### src/include/msm_defs.vh
// Constants for the serial management slave
`ifndef MSM_DEFS_VH
`define MSM_DEFS_VH
`define MSM_OP_READ 2'h2
`define MSM_OP_WRITE 2'h1
`define MSM_START_PAT 2'h1
`define MSM_ADDR_W 5
`define MSM_DATA_W 16
`define MSM_DATA_MSB 4'hf
`define MSM_ADDR_MSB 3'h4
`define MSM_REG_STATUS 5'h01
`define MSM_REG_USER 5'h14
`define MSM_STATUS_VALUE 16'h7849
`define MSM_USER_RESET 16'h0000
`define MSM_CNT_ZERO 4'h0
`define MSM_CNT_ONE 4'h1
`define MSM_SKIP_ZERO 5'h00
`define MSM_SKIP_LAST 5'h16
`define MSM_MDC_MAX_MHZ 25
`endif

### src/logic/msm_sync.v
// Two-flop synchroniser for an input from outside the clock domain
`timescale 1ns/1ns
module msm_sync (
  input wire clk_sys_i,
  input wire reset_i,
  input wire d_i,
  output reg q_o
);
  reg meta;
  always @(posedge clk_sys_i) begin
    if (reset_i) begin
      meta <= 1'b1;
      q_o <= 1'b1;
    end else begin
      meta <= d_i;
      q_o <= meta;
    end
  end
endmodule // msm_sync

### src/logic/msm_mgmt_slave.v
// Serial management slave: frame decoder, register 20 and status readback
//
// How it works
// - Input is ignored during turnaround and data of a read frame.
// - Tristate control high except while answering a read; output carries read bits.
// - Fields arrive in fixed order; each frame completes uninterrupted.
// - Frames without preamble are accepted; status bit 6 reads one.
// - Frame begins with start pattern 01 after any preamble ones.
// - Opcode 10 reads, 01 writes.
// - PHY address is five bits, sent most significant first.
// - PHY address matched against the port address select input.
// - Register address is five bits, sent most significant first.
// - Read turnaround: first bit undriven, second bit driven zero.
// - Data is 16 bits, bit 15 first.
// - Line undriven between frames.
// - Register 20 is writable and shown continuously on an output bus.
`timescale 1ns/1ns
`include "msm_defs.vh"
module msm_mgmt_slave (
  input wire clk_sys_i,
  input wire reset_i,
  input wire mgmt_clk_i,
  input wire mgmt_data_i,
  input wire [4:0] port_address_select_i,
  output reg mgmt_data_o,
  output reg mgmt_serial_tristate_o,
  output reg [15:0] user_register_out_o
);
  localparam ST_IDLE = 3'h0;
  localparam ST_START = 3'h1;
  localparam ST_OP = 3'h2;
  localparam ST_PHY_ADDRESS_FIELD = 3'h3;
  localparam ST_REGISTER_ADDRESS_FIELD = 3'h4;
  localparam ST_TA = 3'h5;
  localparam ST_DATA = 3'h6;
  localparam ST_SKIP = 3'h7;

  wire mdc_s;
  wire mdi_s;
  reg mdc_d;
  reg [2:0] state;
  reg [3:0] cnt;
  reg [1:0] op;
  reg [4:0] phy_address_field;
  reg [4:0] register_address_field;
  reg [15:0] shift;
  reg [15:0] rd_word;
  reg [4:0] skip_cnt;
  wire [4:0] pa_s;
  reg next_tristate;
  reg next_data;

  // System clock must run well above twice the management clock
  msm_sync u_sync_mdc (
    .clk_sys_i(clk_sys_i),
    .reset_i(reset_i),
    .d_i(mgmt_clk_i),
    .q_o(mdc_s)
  );
  msm_sync u_sync_mdi (
    .clk_sys_i(clk_sys_i),
    .reset_i(reset_i),
    .d_i(mgmt_data_i),
    .q_o(mdi_s)
  );

  // Address strap is a pin; static, so skew between its bits is harmless
  genvar gi;
  generate
    for (gi = 0; gi < `MSM_ADDR_W; gi = gi + 1) begin : g_sync_pa
      msm_sync u_sync_pa (
        .clk_sys_i(clk_sys_i),
        .reset_i(reset_i),
        .d_i(port_address_select_i[gi]),
        .q_o(pa_s[gi])
      );
    end
  endgenerate

  wire rise = mdc_s & ~mdc_d;
  wire fall = ~mdc_s & mdc_d;
  wire is_read = (op == `MSM_OP_READ);
  wire addr_hit = ({phy_address_field[3:0], mdi_s} == pa_s);

  // Read data mux; status bit 6 reports preamble suppression
  always @* begin
    case (register_address_field)
      `MSM_REG_STATUS: rd_word = `MSM_STATUS_VALUE;
      `MSM_REG_USER: rd_word = user_register_out_o;
      default: rd_word = 16'h0000;
    endcase
  end

  // Line value taken at the next falling edge
  always @* begin
    next_tristate = 1'b1;
    next_data = 1'b1;
    if (state == ST_TA && is_read && cnt == `MSM_CNT_ONE) begin
      next_tristate = 1'b0;
      next_data = 1'b0;
    end else if (state == ST_DATA && is_read) begin
      next_tristate = 1'b0;
      next_data = shift[cnt];
    end
  end

  always @(posedge clk_sys_i) begin
    if (reset_i) begin
      // Same level as the synchroniser reset: no false rising edge
      mdc_d <= 1'b1;
      state <= ST_IDLE;
      cnt <= `MSM_CNT_ZERO;
      skip_cnt <= `MSM_SKIP_ZERO;
      op <= 2'h0;
      phy_address_field <= 5'h00;
      register_address_field <= 5'h00;
      shift <= 16'h0000;
      mgmt_data_o <= 1'b1;
      mgmt_serial_tristate_o <= 1'b1;
      user_register_out_o <= `MSM_USER_RESET;
    end else begin
      mdc_d <= mdc_s;
      if (rise) begin
        case (state)
          ST_IDLE: begin
            // Preamble ones optional; a zero begins the start pattern
            if (!mdi_s) begin
              state <= ST_START;
            end
          end
          ST_START: begin
            if (mdi_s) begin
              state <= ST_OP;
              cnt <= `MSM_CNT_ZERO;
            end else begin
              state <= ST_IDLE;
            end
          end
          ST_OP: begin
            op <= {op[0], mdi_s};
            if (cnt == `MSM_CNT_ONE) begin
              cnt <= `MSM_CNT_ZERO;
              state <= ST_PHY_ADDRESS_FIELD;
            end else begin
              cnt <= cnt + 4'h1;
            end
          end
          ST_PHY_ADDRESS_FIELD: begin
            phy_address_field <= {phy_address_field[3:0], mdi_s};
            if (cnt == {1'b0, `MSM_ADDR_MSB}) begin
              cnt <= `MSM_CNT_ZERO;
              if (addr_hit && (op == `MSM_OP_READ || op == `MSM_OP_WRITE)) begin
                state <= ST_REGISTER_ADDRESS_FIELD;
              end else begin
                state <= ST_SKIP;
                skip_cnt <= `MSM_SKIP_ZERO;
              end
            end else begin
              cnt <= cnt + 4'h1;
            end
          end
          ST_REGISTER_ADDRESS_FIELD: begin
            register_address_field <= {register_address_field[3:0], mdi_s};
            if (cnt == {1'b0, `MSM_ADDR_MSB}) begin
              cnt <= `MSM_CNT_ZERO;
              state <= ST_TA;
            end else begin
              cnt <= cnt + 4'h1;
            end
          end
          ST_TA: begin
            // Read turnaround bits are ours; input not looked at
            if (cnt == `MSM_CNT_ONE) begin
              cnt <= `MSM_DATA_MSB;
              state <= ST_DATA;
              shift <= rd_word;
            end else begin
              cnt <= cnt + 4'h1;
            end
          end
          ST_DATA: begin
            if (!is_read) begin
              shift <= {shift[14:0], mdi_s};
            end
            if (cnt == `MSM_CNT_ZERO) begin
              state <= ST_IDLE;
              if (!is_read && register_address_field == `MSM_REG_USER) begin
                user_register_out_o <= {shift[14:0], mdi_s};
              end
            end else begin
              cnt <= cnt - 4'h1;
            end
          end
          ST_SKIP: begin
            // Foreign or unknown frame: wait out 5+2+16 bit times with line released
            if (skip_cnt == `MSM_SKIP_LAST) begin
              state <= ST_IDLE;
              skip_cnt <= `MSM_SKIP_ZERO;
            end else begin
              skip_cnt <= skip_cnt + 5'h01;
            end
          end
          default: state <= ST_IDLE;
        endcase
      end
      // Drive changes on the falling edge so it is stable at the rising edge
      if (fall) begin
        mgmt_serial_tristate_o <= next_tristate;
        mgmt_data_o <= next_data;
      end
    end
  end
endmodule // msm_mgmt_slave

### config.mk
export PLATFORM = sky130hd
export DESIGN_NAME = msm_mgmt_slave
export DESIGN_NICKNAME = d
export VERILOG_FILES = /design/src/logic/msm_sync.v /design/src/logic/msm_mgmt_slave.v
export VERILOG_INCLUDE_DIRS = /design/src /design/src/include
export SDC_FILE = /design/constraint.sdc
export NUM_CORES = 1
export LEC_CHECK = 0
export BUFFER_PORTS_ARGS = -buffer_cell sky130_fd_sc_hd__buf_2
export CAP_MARGIN = 25
export CORE_ASPECT_RATIO = 2
export CORE_UTILIZATION = 67
export CTS_BUF_LIST = sky130_fd_sc_hd__clkbuf_2
export DETAILED_ROUTE_END_ITERATION = 10
export MAX_ROUTING_LAYER = met4
export PLACE_DENSITY = 0.91
export SYNTH_ARGS = -nofsm -noshare
export SYNTH_HDL_FRONTEND = slang
export SYNTH_HIERARCHICAL = 1
export SYNTH_SLANG_ARGS = --single-unit
### constraint.sdc
create_clock -name clk_sys_i -period 4.85 [get_ports clk_sys_i]
set_input_delay 0.2425 -clock clk_sys_i [delete_from_list [all_inputs] [get_ports clk_sys_i]]
set_output_delay 0.2425 -clock clk_sys_i [all_outputs]
set_load 0.1 [all_outputs]
=== Word level (Yosys, flattened, before mapping) ===
Cells that the tools add are included.

* Multipliers: 0
* Reductions and logical operators: 21
* Bitwise logic cells: 4
* Multiplexer cells: 30
* Add/sub/neg operators: 3
* Order comparisons: 1
* Shifts and indexed selects: 0
* Divide/modulo/power cells: 0
* Eq/ne operators: 26

{| class="wikitable"
|+ Operators with widths
! kind !! count
|-
| $pmux W16 S2 || 2
|-
| $mux W16 || 2
|-
| $pmux W3 S8 || 1
|-
| $mux W3 || 7
|-
| $mux W4 || 5
|-
| $pmux W4 S5 || 1
|-
| $ne A2 B2 Y1 const B || 8
|-
| $reduce_and A4 Y1 || 4
|-
| $mux W5 || 3
|-
| $eq A3 B3 Y1 const B || 4
|-
| $eq A5 B5 Y1 const B || 2
|-
| $pmux W5 S2 || 1
|-
| $reduce_and A8 Y1 || 1
|-
| $eq A3 B2 Y1 const B || 2
|-
| $ne A2 B1 Y1 const B || 3
|-
| $reduce_and A2 Y1 || 3
|-
| $add A5 B1 Y5 const B || 1
|-
| $eq A5 B1 Y1 const B || 1
|-
| $eq A5 B5 Y1 || 1
|-
| $logic_and A1 B1 Y1 || 5
|-
| $lt A4 B5 Y1 const B || 1
|-
| $mux W1 || 5
|-
| $reduce_bool A5 Y1 || 1
|-
| $add A4 B1 Y4 const B || 1
|-
| 16 further kinds || 20
|}

* Memories: 0
* RAM bits: 0
* ROM bits: 0
* Word-level logic and storage cells: 110
* Input port bits: 9
* Register bits: 72
* Latch bits: 0

=== Depth between registers and ports, before layout ===
Gate-level depths: netlist of run 1.

* Depth after elaboration: 6
* Gate-level depth with buffers: 9
* Gate-level depth less buffers: 7

=== Modules after synthesis ===
Netlist of run 1, hierarchy kept.

{| class="wikitable"
|+ Modules (own cells, without submodules)
! module !! seq. area each (um2) !! cells each !! times used !! area each (um2)
|-
| msm_mgmt_slave || 1161.1 || 376 || 1 || 3109.2
|-
| msm_sync || 40.0 || 4 || 7 || 52.6
|}

=== Worst setup path after synthesis of run 1 ===
No wires, ideal clock.

* Path kind: flip-flop to flip-flop
* Start: reg cnt[1]
* End: reg state[0]
* Library setup time: 0.123 ns
* Slack: 2.912 ns
* Period minus slack after synthesis: 1.938 ns
* Arrival: 1.814 ns
* Required time: 4.727 ns
* Stages on the path, launching flop included: 9
* Cell sequence: dfxtp_1 > buf_6 > inv_1 > ha_1 > nor3b_2 > o32ai_1 > nor3_1 > nor2b_1 > mux2_1

* Word-level cells in the longest chain between the ends: 3
* Elaborated cells between the ends (all ways): 9
* Classes of those cells: eq/ne: 7; reduce/logical: 2

{| class="wikitable"
|+ RTL lines
! element !! line !! RTL
|-
| from (decl) || msm_mgmt_slave.v:42 || <nowiki>reg [3:0] cnt;</nowiki>
|-
| from (signal assigned) || msm_mgmt_slave.v:112 || <nowiki>cnt <= `MSM_CNT_ZERO;</nowiki>
|-
| from (signal assigned) || msm_mgmt_slave.v:134 || <nowiki>cnt <= `MSM_CNT_ZERO;</nowiki>
|-
| from (signal assigned) || msm_mgmt_slave.v:142 || <nowiki>cnt <= `MSM_CNT_ZERO;</nowiki>
|-
| $eq A4 B3 Y1 (tied with other cells) || msm_mgmt_slave.v:150, msm_mgmt_slave.v:164 ||
|-
| $ne A2 B2 Y1 (no line) or $ne A2 B1 Y1 (tied branches) || -- ||
|-
| $reduce_and A8 Y1 (no line) * || -- ||
|-
| to (signal assigned) || msm_mgmt_slave.v:153 || <nowiki>state <= ST_REGISTER_ADDRESS_FIELD;</nowiki>
|-
| to (signal assigned) || msm_mgmt_slave.v:155 || <nowiki>state <= ST_SKIP;</nowiki>
|-
| to (signal assigned) || msm_mgmt_slave.v:166 || <nowiki>state <= ST_TA;</nowiki>
|-
| to (decl) || msm_mgmt_slave.v:41 || <nowiki>reg [2:0] state;</nowiki>
|}

Every way passes the cells marked *; elsewhere a longest branch is shown, timed or not.
A chain may end at the register's enable or synchronous reset.

=== Worst setup path after layout of run 1 ===
* Start: reg state[2]
* End: reg user_register_out_o[2]

* Word-level cells in the longest chain between the ends: 2

{| class="wikitable"
|+ RTL lines
! element !! line !! RTL
|-
| from (signal assigned) || msm_mgmt_slave.v:111 || <nowiki>state <= ST_IDLE;</nowiki>
|-
| from (signal assigned) || msm_mgmt_slave.v:128 || <nowiki>state <= ST_START;</nowiki>
|-
| from (signal assigned) || msm_mgmt_slave.v:133 || <nowiki>state <= ST_OP;</nowiki>
|-
| $eq A3 B3 Y1 || msm_mgmt_slave.v:124 || <nowiki>case (state)</nowiki>
|-
| $reduce_and A4 Y1 (no line) || -- ||
|-
| to (signal assigned) || msm_mgmt_slave.v:120 || <nowiki>user_register_out_o <= `MSM_USER_RESET;</nowiki>
|-
| to (signal assigned) || msm_mgmt_slave.v:188 || <nowiki>user_register_out_o <= {shift[14:0], mdi_s};</nowiki>
|-
| to (decl) || msm_mgmt_slave.v:27 || <nowiki>output reg [15:0] user_register_out_o</nowiki>
|}

Every way passes these cells.

==> results.yml, run 1 <==
logic_synthesis:
  synth_compound_area_frac: 0.1673
  synthCells: 404
  synth_top_family_by_area: "simple AND/OR/NAND/NOR gates"
  ys_types: 57
  synth-edff-count: 0
  ys_warn_count: 6
  synth-seq-cells: 72
  synth_fa_ha_area_frac: 0.02519
  synth-seq-area-share: 0.4145
  synth_nets: 420
  yosys.area_share.simple: 0.2566
  synth-main-ff-cell: "dfxtp_1"
  synth_mux_area_frac: 0.07305
  postSynth.asyncResetShare: 0
  syn_area_um2: 3477
  synth_xor_area_frac: 0.01763
  syn_area_per_cell_um2: 8.607
setup_path:
  crit_buf_inv: 0
  crit_path_max_incr_delay_ns: 0.84
  crit_family: "simple AND/OR/NAND/NOR gates"
  crit_type: "reg -> reg"
  crit_chain: "and3b_1, nand3_1, or4_1, nand2_2, a21oi_1"
  end_kind: "flip-flop"
  cp_max_fo: 19
  cp.arrival_ns: 3.21
  critPathSlowestCell: "or4_1"
  start_kind: "flip-flop"
  crit_required_ns: 5.25
clocking:
  cts_max_level: 3
  cts_buffers: 9
  root_buffer: "clkbuf_2"
  cts_tree: "built"
  cts_resized: 0
  clk_latency_ns: 0.52
  clock-sinks: 72
  clk_pin_slew_ns: 0.20
  clock_path_buffers: 2
  ctsHoldBuffers: 7
  postCtsSetupRepairBufs: 0
power:
  peakVddDrop_v: 0.0003078
  power_density_nw_per_um2: 266.9
  power.leakage_nw: 1.345
die:
  die_w_um: 52.94
  ios: 27
  initial_core_util: 0.7082
  coreArea_um2: 4910
  die_h_um: 103.9
  fp-row-count: 36
  die_area_um2: 5499
cells_and_area:
  diodes: 0
  multi_input_area_um2: 1877
  post-route-util: 0.7643
  nFillCells: 344
  fin_nets: 439
  areaGrowthSynthToFinish_pct: 7.917
  regArea_um2: 1441
  drive_gt1_frac: 0.1526
grt:
  grt_max_degree: 42
  top_usage_layer: "met2"
  grt_use_met1: 0.3566
  antenna_found_initial: 0
  overflow: 0
  use_met3: 0.08480
  grt_pass1_vias: 2941
  grtUsageTotal: 0.3539
  grtUsageMet2: 0.5913
  grt_pass1_wl_mm: 13.79
place:
  place_hpwl_mm: 5.883
  port_buffers: 26
  gp_congestion: 0.9310
route:
  routedWlPerCell_um: 17.81
  drt-vias-per-instance: 6.478
  drt.antenna.violating_nets: 0
  first_pass_iters: 4
  drc: 0
  postRouteWirelength_mm: 8.600
  drtIter0Drc: 117
  num_vias: 3129
timing:
  fin_tns_setup_ns: 0
  max_freq_ghz: 0.3566
  min_period_over_period: 0.5781
  final_max_slew_viol_count: 0
  whs_ns: 0.1664
  rsz0062_at_grt: "no"
  tightest_slew_ns: 1.058
  finalSetupViolCount: 0
  hold_viol: 0
  slew_headroom: 0.2949
  fin_crit_ns: 2.804
  skew_ns: 0.02550
outcome:
  outcome: "complete, no violations"
run:
  maxCapViolCount: 0
hold_path:
  min_path_type: "in -> reg"
## stage by stage
| stage | worst slack (ns) | cells | total power (W) | cell area, um^2 |
|---|---|---|---|---|
| floorplan | 2.912 | 404 | 0.0006312 | 3477 |
| global placement | 2.291 | 462 | 0.0006393 | 3561 |
| detailed placement | 2.156 | 462 | 0.0006407 | 3561 |
| CTS | 2.112 | 483 | 0.001002 | 3752 |
| global route | 1.927 | 483 | 0.001034 | 3752 |
| finish | 2.046 | 483 | 0.001002 | 3752 |
## cells in the mapped netlist, types with 6 or more instances
cell | n | area [um^2]
mux2i_1 | 13 | 130.1
o211ai_1 | 9 | 67.56
nand2_2 | 11 | 68.82
clkbuf_1 | 13 | 48.80
a311oi_1 | 10 | 87.58
a21oi_1 | 34 | 170.2
nor3_1 | 6 | 30.03
or2_1 | 14 | 87.58
inv_1 | 6 | 22.52
ha_1 | 7 | 87.58
nand3_1 | 23 | 115.1
a31oi_1 | 6 | 37.54
buf_2 | 10 | 50.05
nor2_1 | 30 | 112.6
dfxtp_1 | 72 | 1441
nand2_1 | 61 | 229.0
## cell type report
class / count / area share
timing repair buffer: 34 / 0.05535
inverter: 9 / 0.009003
multi-input combinational: 297 / 0.5002
clock buffer: 10 / 0.01334
clock inverter: 4 / 0.01901
sequential: 72 / 0.3841
tap: 57 / 0.01901
## cells by family (layout without fill, tap and decap cells)
kind of cell	Yosys count	in the layout
and+or+nand+nor	176	176
xor gates and xnor gates	7	7
adders and majority gates	7	7
AOI/OAI and AO/OA	88	88
buffers and inverters	35	57
DFF	72	72
muxes	19	19
## worst reg2reg max path, cell delays in order, from the launching register on
cell	delay [ns]
dfxtp_1	0.73
and3b_1	0.56
nand3_1	0.28
or4_1	0.84
nand2_2	0.20
a21oi_1	0.08
## metal layers
metal | vias to the layer above | share of wire
met5 | - | 0
met4 | 0 | 0.045
met3 | 37 | 0.048
met2 | 126 | 0.55
met1 | 1495 | 0.36
li1 | 1471 | -
## layout by cell type (no fill, tap or decap), drive strengths merged, types with 6 or more instances in the layout
cell / count
nand3: 23
o21ai: 7
nand2: 72
a21oi: 35
o211ai: 9
dfxtp: 72
buf: 27
dlygate4sd3: 7
nor3: 6
or2: 15
a31oi: 6
clkbuf: 10
ha: 7
inv: 9
mux2i: 13
a311oi: 10
nor2: 30
## registers in the layout, indices dropped and copies added, names as in the netlist
| name | cells |
|---|---|
| register_address_field | 5 |
| mgmt_serial_tristate_o | 1 |
| g_sync_pa.u_sync_pa/meta | 5 |
| skip_cnt | 5 |
| shift | 16 |
| mgmt_data_o | 1 |
| state | 3 |
| u_sync_mdc/meta | 1 |
| phy_address_field | 4 |
| u_sync_mdi/meta | 1 |
| op | 2 |
| user_register_out_o | 16 |
| mdc_d | 1 |
| u_sync_mdi/q_o | 1 |
| cnt | 4 |
| u_sync_mdc/q_o | 1 |
| g_sync_pa.u_sync_pa/q_o | 5 |
## report_power, final
part / internal (W) / switching [W] / leakage, nW
registers: 0.000598 / 0.00000358 / 0.583
clock network: 0.000166 / 0.000201 / 0.0715
logic: 0.0000126 / 0.0000199 / 0.690
total: 0.000777 / 0.000225 / 1.34
## final timing paths
check | startpoint | endpoint | slack [ns] | cells past startpoint
max | state[2] | user_register_out_o[2] | 2.05 | 5
max reg2reg | state[2] | user_register_out_o[2] | 2.05 | 5
min reg2reg | g_sync_pa[4].u_sync_pa/meta | g_sync_pa[4].u_sync_pa/q_o | 0.44 | 1
min | reset_i | register_address_field[0] | 0.17 | 2
(Power assumes the default switching activity.)
==> run 2, diff against run 1 <==
--- a/config.mk
+++ b/config.mk
@@ -9,11 +9,11 @@
 export BUFFER_PORTS_ARGS = -buffer_cell sky130_fd_sc_hd__buf_2
 export CAP_MARGIN = 25
 export CORE_ASPECT_RATIO = 2
-export CORE_UTILIZATION = 67
+export CORE_UTILIZATION = 62
 export CTS_BUF_LIST = sky130_fd_sc_hd__clkbuf_2
 export DETAILED_ROUTE_END_ITERATION = 10
 export MAX_ROUTING_LAYER = met4
-export PLACE_DENSITY = 0.91
+export PLACE_DENSITY = 0.85
 export SYNTH_ARGS = -nofsm -noshare
 export SYNTH_HDL_FRONTEND = slang
 export SYNTH_HIERARCHICAL = 1
==> constraint.sdc (replaced) <==
create_clock -name clk_sys_i -period 2.8 [get_ports clk_sys_i]
set_input_delay 0.14 -clock clk_sys_i [delete_from_list [all_inputs] [get_ports clk_sys_i]]
set_output_delay 0.14 -clock clk_sys_i [all_outputs]
set_load 0.1 [all_outputs]
==> run 2 against run 1 <==
Clock power increased by 62%; wire length increased by 2.5%; first-iteration DRC count increased by 3.4%; register-to-register slack got worse by 1.5 ns; highest routed layer unchanged; via count increased by 1.6%.
==> results.yml, run 2 (synthesis results as in run 1) <==
clocking:
  root_buffer: "clkbuf_2"
  cts_max_level: 3
  clk_latency_ns: 0.60
  clk_pin_slew_ns: 0.24
  postCtsSetupRepairBufs: 0
  cts_tree: "built"
  cts_resized: 0
  clock-sinks: 72
  cts_buffers: 9
  clock_path_buffers: 2
cells_and_area:
  stdcell_area_um2: 3835
  fin_nets: 451
  areaGrowthSynthToFinish_pct: 10.29
  drive_gt1_frac: 0.1773
  diodes: 0
  reg_top3: "shift (16), user_register_out_o (16)"
  layout_common_cells: "72 x dfxtp_1, 61 x nand2_1, 34 x a21oi_1"
  final_common_cell: "dfxtp_1"
power:
  swShare: 0.2517
  power.leakage_nw: 1.406
  peakVddDrop_v: 0.0005857
  power_density_nw_per_um2: 441.0
  seqPwrFrac: 0.616
  switchingPower_w: 0.0004257
  power_w: 0.001691
  p_comb_frac: 0.034
  pwr-share-clk: 0.351
  internal_power_w: 0.001265
grt:
  grt_pass1_wl_mm: 14.05
  antenna_found_initial: 0
  grt_max_degree: 39
  overflow: 0
  grtUsageTotal: 0.3415
  grt_pass1_vias: 3163
timing:
  finalSetupViolCount: 0
  final_max_slew_viol_count: 0
  fin_tns_setup_ns: 0
  fin_crit_ns: 2.224
  min_period_over_period: 0.7943
  max_freq_ghz: 0.4496
  hold_viol: 0
  slew_headroom: 0.4685
  skew_ns: 0.05140
  whs_ns: 0.01738
  tightest_slew_ns: 0.7911
  layout_setup_ws_ns: 0.5760
  rsz0062_at_grt: "no"
die:
  ios: 27
  coreArea_um2: 5420
  initial_core_util: 0.6415
  die_area_um2: 5930
  fp-row-count: 38
  die_h_um: 107.9
  die_w_um: 54.96
route:
  drtIter0Drc: 121
  routedWlPerCell_um: 17.63
  postRouteWirelength_mm: 8.813
  first_pass_iters: 5
  drt-vias-per-instance: 6.358
  drc: 0
  num_vias: 3179
  drt.antenna.violating_nets: 0
setup_path:
  crit_path_max_incr_delay_ns: 0.72
  start_kind: "flip-flop"
  end_kind: "flip-flop"
  cp_max_fo: 25
  crit_type: "reg -> reg"
  crit_required_ns: 3.27
  crit_buf_inv: 2
  r2r_cells: 6
  crit_chain: "inv_2, or3_1, a21oi_2, buf_4, nor2_1, a311oi_1"
  cp.arrival_ns: 2.69
  path_depth: 6
  crit_family: "flip-flops"
  critPathSlowestCell: "dfxtp_1"
place:
  place_area_um2: 3655
  post-place-ws_ns: 0.6455
  port_buffers: 26
  place_hpwl_mm: 6.178
  gp_congestion: 1.025
run:
  maxCapViolCount: 0
hold_path:
  min_path_cells: 2
  min_path_type: "in -> reg"
outcome:
  outcome: "complete, no violations"
## run 2: cell types whose count changed in the layout (fill, tap and decap cells not counted), sizes merged
cell / delta
clkinvlp: -1
bufinv: -1
clkinv: +4
buf: +12
## run 2: routing by layer
metal	wire length, um	track usage	up-vias
li1	-	-	1499
met1	3009	0.3199	1501
met2	4805	0.5654	128
met3	466	0.08757	51
met4	531	0.2411	0
met5	0	-	-
## run 2: final timing paths
kind | startpoint | to | slack, ns
max | state[1] | shift[10] | 0.58
min | reset_i | op[1] | 0.02
max reg2reg | state[1] | shift[10] | 0.58
min reg2reg | g_sync_pa[0].u_sync_pa/meta | g_sync_pa[0].u_sync_pa/q_o | 0.43
## run 2: power by group through the flow
| stage | combinational (W) | sequential (W) | clock (W) |
|---|---|---|---|
| 6_report | 0.0000570 | 0.00104 | 0.000593 |
| 4_1_cts | 0.0000561 | 0.00104 | 0.000595 |
| 3_3_place_gp | 0.0000474 | 0.00106 | 0 |
| 5_1_grt | 0.0000615 | 0.00104 | 0.000631 |
| 2_1_floorplan | 0.0000280 | 0.00107 | 0 |
| 3_5_place_dp | 0.0000486 | 0.00106 | 0 |
## run 2: repair_timing
action,4_1_cts,5_1_grt
setup endpoints to repair,0,0
hold buffers,7,0
endpoints found under the hold margin,7,0
## run 2: cell type report
| cell class | instances | area [um^2] |
|---|---|---|
| multi-input combinational | 297 | 1877 |
| clock buffer | 10 | 50.05 |
| clock inverter | 6 | 60.06 |
| inverter | 9 | 33.78 |
| fill | 438 | 1585 |
| sequential | 72 | 1441 |
| timing repair buffer | 46 | 297.8 |
| tap | 60 | 75.07 |
## run 2: stage by stage
step                      instances    util
after global routing            500  0.7075
after CTS                       500  0.7075
final                           500  0.7075
after floorplan                 404       -
after global placement          477  0.6743
after detailed placement        477  0.6743
==> run 3, diff against run 2 <==
==> constraint.sdc (replaced) <==
create_clock -name clk_sys_i -period 2.15 [get_ports clk_sys_i]
set_input_delay 0.1075 -clock clk_sys_i [delete_from_list [all_inputs] [get_ports clk_sys_i]]
set_output_delay 0.1075 -clock clk_sys_i [all_outputs]
set_load 0.1 [all_outputs]
==> run 3 against run 2 <==
Via count up 1.9%; clock power up 31%; cell area up 3.2%; sequential share of layout area down 1.1 points; critical path depth up 1; first-iteration DRC count up 38%; clock skew down 0.020 ns; utilization up 2.3 points; global-route usage up 1.6 points; wire length up 3.8%; non-clock buffer count up 13; register-to-register slack worse by 0.40 ns; critical path type unchanged; largest cell class unchanged; largest power group unchanged.
==> results.yml, run 3 (synthesis results as in run 1) <==
outcome:
  outcome: "complete, no violations"
place:
  gp_congestion: 0.9703
  place_hpwl_mm: 6.426
  post-place-ws_ns: 0.1101
  port_buffers: 26
timing:
  final_max_slew_viol_count: 0
  skew_ns: 0.03178
  rsz0062_at_grt: "no"
  max_freq_ghz: 0.5063
  layout_setup_ws_ns: 0.1748
  fin_tns_setup_ns: 0
  slew_headroom: 0.6334
  min_period_over_period: 0.9187
  fin_crit_ns: 1.975
  tightest_slew_ns: 0.5499
  hold_viol: 0
  finalSetupViolCount: 0
cells_and_area:
  drive_gt1_frac: 0.2053
  fin_nets: 464
  reg_top3: "shift (16), user_register_out_o (16)"
  final_common_cell: "dfxtp_1"
  nFillCells: 445
  diodes: 0
  layout_common_cells: "71 x dfxtp_1, 61 x nand2_1, 34 x a21oi_1"
  areaGrowthSynthToFinish_pct: 13.85
  post-route-util: 0.7304
grt:
  grt_max_degree: 60
  grtUsageTotal: 0.3570
  overflow: 0
  grt_pass1_vias: 3262
  grt_pass1_wl_mm: 14.66
  antenna_found_initial: 0
setup_path:
  cp.arrival_ns: 2.46
  crit_required_ns: 2.64
  start_kind: "flip-flop"
  cp_max_fo: 7
  crit_type: "reg -> reg"
  end_kind: "flip-flop"
route:
  num_vias: 3240
  postRouteWirelength_mm: 9.147
  drtIter0Drc: 167
  routedWlPerCell_um: 17.83
  drt-vias-per-instance: 6.316
  drt.antenna.violating_nets: 0
  drc: 0
  first_pass_iters: 5
clocking:
  clock-sinks: 72
  clock_path_buffers: 2
  postCtsSetupRepairBufs: 0
  clk_pin_slew_ns: 0.19
  cts_max_level: 3
  cts_buffers: 9
  root_buffer: "clkbuf_2"
  clk_latency_ns: 0.57
  cts_tree: "built"
die:
  ios: 27
  die_h_um: 107.9
  fp-row-count: 38
  coreArea_um2: 5420
  die_w_um: 54.96
  initial_core_util: 0.6415
  die_area_um2: 5930
hold_path:
  min_path_type: "in -> reg"
power:
  peakVddDrop_v: 0.0008152
  power.leakage_nw: 1.473
  power_density_nw_per_um2: 559.8
run:
  maxCapViolCount: 0
-- run 3: final timing paths --
kind                                    start                     endpoint  slack [ns]  cells past startpoint
setup / recovery                       cnt[0]                       cnt[2]        0.17                      7
hold / removal       port_address_select_i[4]  g_sync_pa[4].u_sync_pa/meta        0.27                      3
setup reg to reg                       cnt[0]                       cnt[2]        0.17                      7
hold reg to reg   g_sync_pa[1].u_sync_pa/meta   g_sync_pa[1].u_sync_pa/q_o        0.42                      1
-- run 3: critical path, stage by stage (launching register included) --
cell      delay (ns)
dfxtp_1         0.50
inv_2           0.12
ha_1            0.26
and3b_1         0.22
a211oi_1        0.30
a21o_1          0.19
nand4_1         0.11
a21oi_1         0.21
-- run 3: final cells by class --
type	instances	area, um^2	area share
clock inverters	7	68.82	0.01738
clock buffers	9	45.04	0.01138
flip-flops and latches	72	1443	0.3644
inverters	9	33.78	0.008533
multi-input cells	297	1883	0.4757
repair buffers	59	410.4	0.1037
well taps	60	75.07	0.01896
-- run 3: per-layer routing --
layer	GRT usage	part of all wire	routed length [um]
met3	0.05085	0.042	387
met4	0.2982	0.072	658
met2	0.5964	0.54	4980
met1	0.3315	0.34	3121
met5	-	0	0
-- run 3: what timing repair did --
item                                    CTS  global route
hold buffers                              8             0
hold endpoints to repair                 11             0
endpoints found under the setup margin    0             6
resized for setup                         0             2
-- run 3: metrics by stage --
stage | instance area [um^2] | power, W | hold slack (ns) | instances
floorplan | 3477 | 0.001424 | 0.2046 | 404
global placement | 3757 | 0.001445 | 0.2837 | 489
detailed placement | 3757 | 0.001447 | 0.2895 | 489
CTS | 3951 | 0.002212 | 0.2433 | 513
global route | 3959 | 0.002270 | 0.2919 | 513
finish | 3959 | 0.002216 | 0.2729 | 513
-- run 3: power breakdown --
part / internal (W) / total (W) / switching, W
clock network: 0.000268 / 0.000779 / 0.000511
logic: 0.0000319 / 0.0000807 / 0.0000488
registers: 0.00135 / 0.00136 / 0.00000557
